===== src/common/lasei_pkg.sv =====
package lasei_pkg;
	localparam int ADDR_W = 8;
	localparam int DATA_W = 8;
	localparam int SRC_N = 8;
	// register offsets (byte-wide port, printed offsets)
	localparam logic [7:0] OFF_MASK = 8'h14;
	localparam logic [7:0] OFF_EDGE_SEL = 8'h16;
	localparam logic [7:0] OFF_STATUS = 8'h17;
	localparam logic [7:0] OFF_EVENT = 8'h19;
	localparam logic [7:0] OFF_CTRL = 8'h1C;
	// field positions
	localparam int BIT_EQ = 7;
	localparam int BIT_ACT = 6;
	localparam int BIT_DEACT = 5;
	localparam int BIT_PSYNC = 4;
	localparam int BIT_TXCLK = 3;
	localparam int BIT_DRV = 2;
	localparam int BIT_AIS = 1;
	localparam int BIT_LOS = 0;
	localparam int CTRL_AUTO_LOOP = 0;
	localparam int CTRL_LOOP_ON = 1;
	// reset values
	localparam logic [7:0] RST_EDGE_SEL = 8'h00;
	localparam logic [7:0] RST_MASK = 8'hFF;
	localparam logic [7:0] RST_STATUS = 8'h00;
	// timing
	localparam longint CLK_HZ = 250000000;
	localparam longint QUAL_SHORT_US = 40000;
	localparam longint QUAL_LONG_US = 5100000;
	localparam int QUAL_SHORT_CYC = int'((QUAL_SHORT_US * CLK_HZ) / 1000000);
	localparam int QUAL_LONG_CYC = int'((QUAL_LONG_US * CLK_HZ) / 1000000);
	localparam int TXCLK_LOSS_CYC = 70;
	localparam int QCNT_W = 32;
	// code error window: errors counted per 128 bits, below 1 per 100 means at most 1
	localparam int ERRWIN_BITS = 128;
	localparam int ERRWIN_MAX = 1;
	localparam int WCNT_W = 8;
endpackage


===== src/hw/lasei_code_qual.sv =====
`timescale 1ns/1ps
// qualifies one loopback code: present longer than qual time, error ratio held under limit
module lasei_code_qual (
	// clock and reset
	input wire logic clk_sys_i,
	input wire logic rst_i,
	// detector side
	input wire logic bit_en_i,
	input wire logic code_match_i,
	input wire logic code_err_i,
	input wire logic [lasei_pkg::QCNT_W-1:0] qual_cyc_i,
	// result
	output logic qualified_o
);
	import lasei_pkg::*;
	logic [QCNT_W-1:0] time_q;
	logic [WCNT_W-1:0] bits_q;
	logic [WCNT_W-1:0] errs_q;
	logic win_bad;
	logic win_end;
	assign win_end = bit_en_i && (bits_q == WCNT_W'(ERRWIN_BITS - 1));
	assign win_bad = (errs_q + WCNT_W'(code_err_i && bit_en_i)) > WCNT_W'(ERRWIN_MAX);

	// error ratio window
	always_ff @(posedge clk_sys_i) begin
		if (rst_i || !code_match_i || win_end) begin
			bits_q <= '0;
			errs_q <= '0;
		end else if (bit_en_i) begin
			bits_q <= bits_q + WCNT_W'(1);
			errs_q <= errs_q + WCNT_W'(code_err_i);
		end
	end

	always_ff @(posedge clk_sys_i) begin
		if (rst_i || !code_match_i || (win_end && win_bad)) begin
			time_q <= '0;
			qualified_o <= 1'b0;
		end else if (time_q > qual_cyc_i) begin
			qualified_o <= 1'b1;
		end else begin
			time_q <= time_q + QCNT_W'(1);
		end
	end
endmodule


===== src/hw/lasei_top.sv =====
`timescale 1ns/1ps
module lasei_top (
	// clock and reset
	input wire logic clk_sys_i,
	input wire logic rst_i,
	// register port
	input wire logic [lasei_pkg::ADDR_W-1:0] reg_addr_i,
	input wire logic [lasei_pkg::DATA_W-1:0] reg_wdata_i,
	input wire logic reg_wr_i,
	input wire logic reg_rd_i,
	output logic [lasei_pkg::DATA_W-1:0] reg_rdata_o,
	// detector conditions
	input wire logic eq_out_of_range_i,
	input wire logic code_bit_en_i,
	input wire logic act_code_match_i,
	input wire logic deact_code_match_i,
	input wire logic code_err_i,
	input wire logic pattern_sync_i,
	input wire logic tx_line_clock_i,
	input wire logic driver_short_i,
	input wire logic alarm_ind_i,
	input wire logic signal_loss_i,
	// outputs
	output logic remote_loop_o,
	output logic irq_o
);
	import lasei_pkg::*;

	logic [DATA_W-1:0] edge_sel_q;
	logic [DATA_W-1:0] mask_q;
	logic [DATA_W-1:0] status_q;
	logic [DATA_W-1:0] status_prev_q;
	logic [DATA_W-1:0] event_q;
	logic [DATA_W-1:0] flag_q;
	logic auto_loop_q;
	logic [DATA_W-1:0] rise;
	logic [DATA_W-1:0] fall;
	logic [DATA_W-1:0] evt_d;
	logic [DATA_W-1:0] status_d;
	logic [QCNT_W-1:0] qual_cyc;
	logic act_qual;
	logic deact_qual;
	logic txclk_prev_q;
	logic [7:0] txclk_cnt_q;
	logic txclk_lost_q;
	logic wr_edge;
	logic wr_mask;
	logic wr_ctrl;
	logic rd_flag;

	assign wr_edge = reg_wr_i && (reg_addr_i == OFF_EDGE_SEL);
	assign wr_mask = reg_wr_i && (reg_addr_i == OFF_MASK);
	assign wr_ctrl = reg_wr_i && (reg_addr_i == OFF_CTRL);
	assign rd_flag = reg_rd_i && (reg_addr_i == OFF_EVENT);

	always_ff @(posedge clk_sys_i) begin
		if (rst_i) begin
			edge_sel_q <= RST_EDGE_SEL;
		end else if (wr_edge) begin
			edge_sel_q <= reg_wdata_i;
		end
	end

	always_ff @(posedge clk_sys_i) begin
		if (rst_i) begin
			mask_q <= RST_MASK;
		end else if (wr_mask) begin
			mask_q <= reg_wdata_i;
		end
	end

	always_ff @(posedge clk_sys_i) begin
		if (rst_i) begin
			auto_loop_q <= 1'b0;
		end else if (wr_ctrl) begin
			auto_loop_q <= reg_wdata_i[CTRL_AUTO_LOOP];
		end
	end

	assign qual_cyc = auto_loop_q ? QCNT_W'(QUAL_LONG_CYC) : QCNT_W'(QUAL_SHORT_CYC);

	lasei_code_qual u_act_qual (
		.clk_sys_i(clk_sys_i),
		.rst_i(rst_i),
		.bit_en_i(code_bit_en_i),
		.code_match_i(act_code_match_i),
		.code_err_i(code_err_i),
		.qual_cyc_i(qual_cyc),
		.qualified_o(act_qual)
	);

	lasei_code_qual u_deact_qual (
		.clk_sys_i(clk_sys_i),
		.rst_i(rst_i),
		.bit_en_i(code_bit_en_i),
		.code_match_i(deact_code_match_i),
		.code_err_i(code_err_i),
		.qual_cyc_i(qual_cyc),
		.qualified_o(deact_qual)
	);

	always_ff @(posedge clk_sys_i) begin
		if (rst_i) begin
			txclk_prev_q <= 1'b0;
			txclk_cnt_q <= '0;
			txclk_lost_q <= 1'b0;
		end else begin
			txclk_prev_q <= tx_line_clock_i;
			if (tx_line_clock_i != txclk_prev_q) begin
				txclk_cnt_q <= '0;
				txclk_lost_q <= 1'b0;
			end else if (txclk_cnt_q < 8'(TXCLK_LOSS_CYC)) begin
				txclk_cnt_q <= txclk_cnt_q + 8'h01;
			end else begin
				txclk_lost_q <= 1'b1;
			end
		end
	end

	always_comb begin
		status_d = '0;
		status_d[BIT_EQ] = eq_out_of_range_i;
		status_d[BIT_ACT] = act_qual;
		status_d[BIT_DEACT] = deact_qual;
		status_d[BIT_PSYNC] = pattern_sync_i;
		status_d[BIT_TXCLK] = txclk_lost_q;
		status_d[BIT_DRV] = driver_short_i;
		status_d[BIT_AIS] = alarm_ind_i;
		status_d[BIT_LOS] = signal_loss_i;
	end

	always_ff @(posedge clk_sys_i) begin
		if (rst_i) begin
			status_q <= RST_STATUS;
			status_prev_q <= RST_STATUS;
		end else begin
			status_q <= status_d;
			status_prev_q <= status_q;
		end
	end

	assign rise = status_q & ~status_prev_q;
	assign fall = ~status_q & status_prev_q;
	// rising always; falling when selected; mask gate
	assign evt_d = (rise | (fall & edge_sel_q)) & ~mask_q;

	always_ff @(posedge clk_sys_i) begin
		if (rst_i) begin
			event_q <= '0;
		end else begin
			event_q <= evt_d;
		end
	end

	// sticky flags, cleared on read; new event wins over the clear
	always_ff @(posedge clk_sys_i) begin
		if (rst_i) begin
			flag_q <= '0;
		end else if (rd_flag) begin
			flag_q <= event_q;
		end else begin
			flag_q <= flag_q | event_q;
		end
	end

	always_ff @(posedge clk_sys_i) begin
		if (rst_i) begin
			irq_o <= 1'b0;
		end else begin
			irq_o <= |(rd_flag ? event_q : (flag_q | event_q));
		end
	end

	always_ff @(posedge clk_sys_i) begin
		if (rst_i) begin
			remote_loop_o <= 1'b0;
		end else if (rise[BIT_DEACT]) begin
			remote_loop_o <= 1'b0;
		end else if (rise[BIT_ACT]) begin
			remote_loop_o <= 1'b1;
		end
	end

	// read data one cycle after the strobe, zero otherwise
	always_ff @(posedge clk_sys_i) begin
		if (rst_i || !reg_rd_i) begin
			reg_rdata_o <= '0;
		end else begin
			unique case (reg_addr_i)
				OFF_MASK: reg_rdata_o <= mask_q;
				OFF_EDGE_SEL: reg_rdata_o <= edge_sel_q;
				OFF_STATUS: reg_rdata_o <= status_q;
				OFF_EVENT: reg_rdata_o <= flag_q;
				OFF_CTRL: begin
					reg_rdata_o <= '0;
					reg_rdata_o[CTRL_AUTO_LOOP] <= auto_loop_q;
					reg_rdata_o[CTRL_LOOP_ON] <= remote_loop_o;
				end
				default: reg_rdata_o <= '0;
			endcase
		end
	end
endmodule


===== config.mk =====
export PLATFORM = sky130hd
export DESIGN_NAME = lasei_top
export DESIGN_NICKNAME = d
export VERILOG_FILES = /design/src/common/lasei_pkg.sv /design/src/hw/lasei_code_qual.sv /design/src/hw/lasei_top.sv
export SDC_FILE = /design/constraint.sdc
export NUM_CORES = 1
export LEC_CHECK = 0
export ABC_AREA = 1
export BUFFER_PORTS_ARGS = -buffer_cell sky130_fd_sc_hd__buf_2
export CAP_MARGIN = 20
export CORE_AREA = 10 10 167 286
export CTS_CLUSTER_SIZE = 28
export DETAILED_ROUTE_END_ITERATION = 10
export DIE_AREA = 0 0 177 296
export PLACE_DENSITY = 0.42
export SLEW_MARGIN = 10
export SYNTH_ARGS = -nofsm -noshare
export SYNTH_HDL_FRONTEND = slang
export SYNTH_HIERARCHICAL = 1
export SYNTH_SLANG_ARGS = --single-unit

===== constraint.sdc =====
create_clock -name clk_sys_i -period 5.4 [get_ports clk_sys_i]
set_input_delay 0.81 -clock clk_sys_i [delete_from_list [all_inputs] [get_ports clk_sys_i]]
set_output_delay 0.81 -clock clk_sys_i [all_outputs]
set_load 0.005 [all_outputs]

* Word level (Yosys, flattened, before mapping)
Index checks and enable logic that the tools add are counted.
** Word-level totals
- Word-level logic and storage cells :: 77
- Bits of input ports :: 30
- Bits in registers :: 167
** Operators by class
- Magnitude comparators :: 5
- Muxes and demuxes :: 3
- Add/subtract/negate cells :: 9
- Reductions and logical operators :: 22
- Equal/unequal tests :: 8
- Bitwise logic cells :: 9
** Operators by type and width (count)
- adder 32 x 1 -> 32 bit (second input constant) :: 2
- > comparator 32 x 31 -> 1 bit :: 2
- equality test 8 x 5 -> 1 bit (second input constant) :: 5
- one-hot mux 8 bit (5 select lines) :: 1
- adder 8 x 1 -> 8 bit :: 4
- bitwise AND 8 bit :: 4
- two-way mux 31 bit :: 1
- adder 8 x 1 -> 8 bit (second input constant) :: 3
- NOT 8 bit :: 3
- equality test 8 x 7 -> 1 bit (second input constant) :: 2
- > comparator 8 x 1 -> 1 bit (second input constant) :: 2
- bitwise OR 8 bit :: 2
- logical AND 1 bit :: 9
- less-than comparator 8 x 7 -> 1 bit (second input constant) :: 1
- two-way mux 8 bit :: 1
- OR reduction 8 bit :: 1
- logical OR 1 bit :: 7
- OR reduction 2 bit :: 2
- zero test 1 bit :: 3
- inequality test 1 bit :: 1

* Logic depth before layout (Yosys ltp)
- Depth after elaboration :: 5
- Mapped depth :: 18
- Mapped depth without buffers :: 16

* By module
The synthesis kept the hierarchy.
** By module, submodules not included
- lasei_code_qual :: instances 2, cells each 614, area each 3927.5 um2
- lasei_top :: instances 1, cells each 350, area each 2791.4 um2

* Least setup slack after synthesis
OpenSTA, ideal clock, no wires.
- Kind :: input-to-reg
- Start point :: input port code_bit_en_i
- End point :: register u_act_qual.time_q[22]
- Library setup time :: 0.064 ns
- Stages on the path :: 14
- Buffers on the path :: 2
- Setup slack :: 2.981 ns
- Data arrival time :: 2.355 ns
- Required time :: 5.336 ns
- Cells stage by stage :: buf_2 -> nand2_1 -> inv_1 -> ha_1 -> ha_1 -> nor3_1 -> o21ai_1 -> a21oi_1 -> o21a_1 -> nand2_1 -> nand2_4 -> buf_6 -> nand2_1 -> nor2_1
** On the way
- Cells in the longest elaborated chain, start to end :: 5
- Elaborated cells on any way between the ends :: 6
- Those cells by class :: add/sub (1); order compare (1); reduce/logical (4)
** Ends and longest elaborated chain
- start: declaration :: line lasei_top.sv:14 : input wire logic code_bit_en_i,
- logical AND 1 bit :: line lasei_code_qual.sv:22 : assign win_bad = (errs_q + WCNT_W'(code_err_i && bit_en_i)) > WCNT_W'(ERRWIN_MAX);
- adder 8 x 1 -> 8 bit :: line lasei_code_qual.sv:22
- > comparator 8 x 1 -> 1 bit :: line lasei_code_qual.sv:22
- logical AND 1 bit (*) :: line lasei_code_qual.sv:36 : if (rst_i || !code_match_i || (win_end && win_bad)) begin
- logical OR 1 bit (*) :: line lasei_code_qual.sv:36
- end signal: assignment :: line lasei_code_qual.sv:42 : time_q <= time_q + QCNT_W'(1);
- end: declaration :: line lasei_code_qual.sv:16 : logic [QCNT_W-1:0] time_q;
Mark *: on every way between the ends. The rest lies on a longest branch, timed or not.
A chain may end at the register's enable or synchronous reset.

* Final worst setup path
- Start point :: register auto_loop_q
- End point :: register u_deact_qual.time_q[1]
** On the way
- Cells in the longest elaborated chain, start to end :: 2
** Ends and longest elaborated chain
- start: declaration :: line lasei_top.sv:35 : logic auto_loop_q;
- start signal: assignment :: line lasei_top.sv:76 : auto_loop_q <= reg_wdata_i[CTRL_AUTO_LOOP];
- two-way mux 31 bit :: line lasei_top.sv:80 : assign qual_cyc = auto_loop_q ? QCNT_W'(QUAL_LONG_CYC) : QCNT_W'(QUAL_SHORT_CYC);
- net qual_cyc[9] :: line lasei_top.sv:40 : logic [QCNT_W-1:0] qual_cyc;
- > comparator 32 x 31 -> 1 bit :: line lasei_code_qual.sv:39 : end else if (time_q > qual_cyc_i) begin
- end signal: assignment :: line lasei_code_qual.sv:42
- end: declaration :: line lasei_code_qual.sv:16
The timed path passes the listed nets, and every way through them passes these cells.

==> results.tsv <==
metric	value	unit
slowest stage delay, CP	0.72	ns
Area growth, synth to finish	13.01	%
TNS Setup	0	ns
Inst Count DP	2179	
critical path class	reg -> reg	
core area	0.04309	sq mm
Finish-stage setup viols	0	
Slew @ Worst Pin	0.8822	ns
DR WL/cell	13.37	microns
most frequent CP cell	nand2_1	
Slowest cell on crit path	dfxtp_1	
Initial DRC Count	455	
DP HPWL	22750	microns
Achievable Freq	308.4	MHz
grt ovf	0	
# diodes	0	
WP buf/inv	3	
Reg clk slew, reported paths	0.08	ns
Placer Congestion	0.8090	
Hold Slack	0.4291	ns
first-pass GRT wire length	48500	microns
Max-slew headroom	40.98	%
most frequent cells after synthesis	334 x nand2_1, 238 x inv_1, 192 x nor2_1	
# hold bufs at CTS	0	
vias per inst	4.375	
peak supply drop	185.9	uV
Post-synth EDFFs	0	
post_cts resized	0	
Synth top area share	31.40	%
Max clock buf depth	2	
Critical Path RT	5.75	ns
die height	296	microns
Worst Path Max Fanout	47	
Power Dens Cells	218.0	mW/mm^2
# nets final	1739	
CTS root buffer	clkbuf_16	
CP endpoint kind	flip-flop	
mapped cell area	0.01065	sq mm
vias	9674	
Seq/Total Area, Yosys	31.40	%
postcts setup bufs	0	
unrepaired setup endpoints after global routing	no	
fraction of registers with async set or reset after synthesis	0	%
I/O pin total	40	
Mapped Cells	1578	
leakage power	0.005166	uW
Clock Sinks	167	
synthesized flop and latch total	167	
Synth warnings	6	
Core Rows	101	
path category of the worst min-delay check	reg -> reg	
die width	177	microns
Most used DFF post-synth	dfxtp_1	
status	complete, no violations	
post-synth top area cell	dfxtp_1	
crit path time final	3.243	ns
ranking of synthesized cells by area	dfxtp_1 31%, nand2_1 12%, ha_1 9.0%, inv_1 8.4%, a21oi_1 6.9%	
antenna viol nets, final	0	
first drt pass iteration count	5	
Arr. time, crit path	3.59	ns
fin cells	2211	
CTS tree	built	
layout cell share with drive strength beyond 1	7.903	%
most numerous cell in the Yosys netlist	nand2_1	
largest net degree at the start of global routing	66	
IO Port Bufs	39	
total wire length	29570	microns
initial antenna violation count	0	
CTS H-tree lvls	4	
initial core utilization	24.71	%
CP Cell Sequence	inv_1 -> inv_1 -> ha_1 -> nand4_1 -> nor3_1 -> nand2_1 -> nand2_1 -> nand2_1 -> nand2_2 -> buf_4 -> nand3_1 -> nand2_1 -> nor2_1	
synth unique cells	44	
final worst path period share	60.05	%
die area	0.05239	sq mm
clock latency on the worst-skew pair	0.45	ns
pins over their slew limit	0	
# fillers	4772	
drc violations	0	
Fin. Hold Viols	0	
crit path launch type	flip-flop	
max cap viols	0	
vias in the first global route	9616	
cell family with most CP delay	simple AND/OR/NAND/NOR gates	
TritonCTS buffer count	17	
clk_skew	0.01600	ns
GR Util All Layers	11.59	%
Synth Area per Inst	6.747	sq um
state kept, by name (all words and copies together), names as in the netlist, 8 cells and up:
name,cells
u_deact_qual/errs_q,8
status_prev_q,8
status_q,8
flag_q,8
u_act_qual/time_q,32
edge_sel_q,8
reg_rdata_o,8
event_q,8
u_act_qual/bits_q,8
mask_q,8
u_act_qual/errs_q,8
u_deact_qual/bits_q,8
u_deact_qual/time_q,32
txclk_cnt_q,8
placed cells by master (no fill, tap or decap), types with 3 or more instances in the layout:
master / n
nand2_1: 332
inv_1: 238
nor2_1: 192
dfxtp_1: 167
a21oi_1: 147
nand3_1: 127
ha_1: 77
xor2_1: 62
nor3_1: 41
conb_1: 40
buf_2: 39
nand4_1: 23
o21ai_0: 22
clkbuf_16: 17
nor2_2: 10
o21ai_1: 9
o211ai_2: 8
nand2_2: 7
nor3_2: 7
a2111oi_0: 6
inv_2: 6
inv_6: 6
buf_4: 6
xnor2_1: 6
nor3b_1: 5
a21o_1: 4
o21a_1: 4
and3_1: 4
nor2_4: 3
stage by stage:
| stage | utilization [%] | power [uW] | setup slack [ns] | instance area (sq um) |
|---|---|---|---|---|
| 2_1_floorplan | - | 1402 | 2.981 | 10790 |
| 3_3_place_gp | 26.54 | 1443 | 2.056 | 11440 |
| 3_5_place_dp | 26.61 | 1445 | 2.118 | 11470 |
| 4_1_cts | 27.92 | 2677 | 2.106 | 12030 |
| 5_1_grt | 27.92 | 2744 | 1.767 | 12030 |
| 6_report | 27.92 | 2623 | 2.157 | 12030 |
where the power goes:
group          switching [uW]  internal [uW]  leakage (uW)
logic                     105           53.0       0.00354
clock network             599            611      0.000272
registers                12.3           1240       0.00135
total                     716           1910       0.00517
cell families after synthesis:
group,Yosys count,synth area share [%]
fa+ha+maj,77,9.049
buf+inv,293,11.46
xor+xnor,68,5.594
compound gates,212,11.27
flops,167,31.40
simple gates,759,31.16
other cells,2,0.07054
routing by layer:
| metal | routed length [microns] | global-route usage (%) | up-vias |
|---|---|---|---|
| li1 | - | - | 5121 |
| met1 | 11280 | 10.97 | 4386 |
| met2 | 16670 | 23.42 | 121 |
| met3 | 645 | 1.669 | 46 |
| met4 | 972 | 5.390 | 0 |
| met5 | 0 | 0 | - |
cell type report:
cell class              instances  area [sq um]  share of cell area [%]
flip-flops and latches        167          3343                   27.79
multi-input cells            1156          6231                   51.79
inverters                     244         915.9                   7.612
clock inverters                14         136.4                   1.134
clock buffers                  18         429.2                   3.567
repair buffers                 46         267.8                   2.225
well taps                     566         708.2                   5.886
tightest hold or removal path, delay by kind of cell, from the launching register on:
kind | cells | cell delay (ns)
flops | 1 | 0.31
buf+inv | 1 | 0.05
simple gates | 1 | 0.03
worst paths after layout:
check	from	end	slack, ns	cells after the start
worst max-delay path	auto_loop_q$_SDFFE_PP0P_	u_deact_qual/time_q[1]$_SDFFE_PP0P_	2.16	13
worst min register to register	txclk_lost_q$_SDFFE_PP0P_	status_q[3]$_SDFF_PP0_	0.43	2
worst max register to register	auto_loop_q$_SDFFE_PP0P_	u_deact_qual/time_q[1]$_SDFFE_PP0P_	2.16	13
worst min-delay path	txclk_lost_q$_SDFFE_PP0P_	status_q[3]$_SDFF_PP0_	0.43	2
No activity file was read; power rests on OpenSTA's default activity.
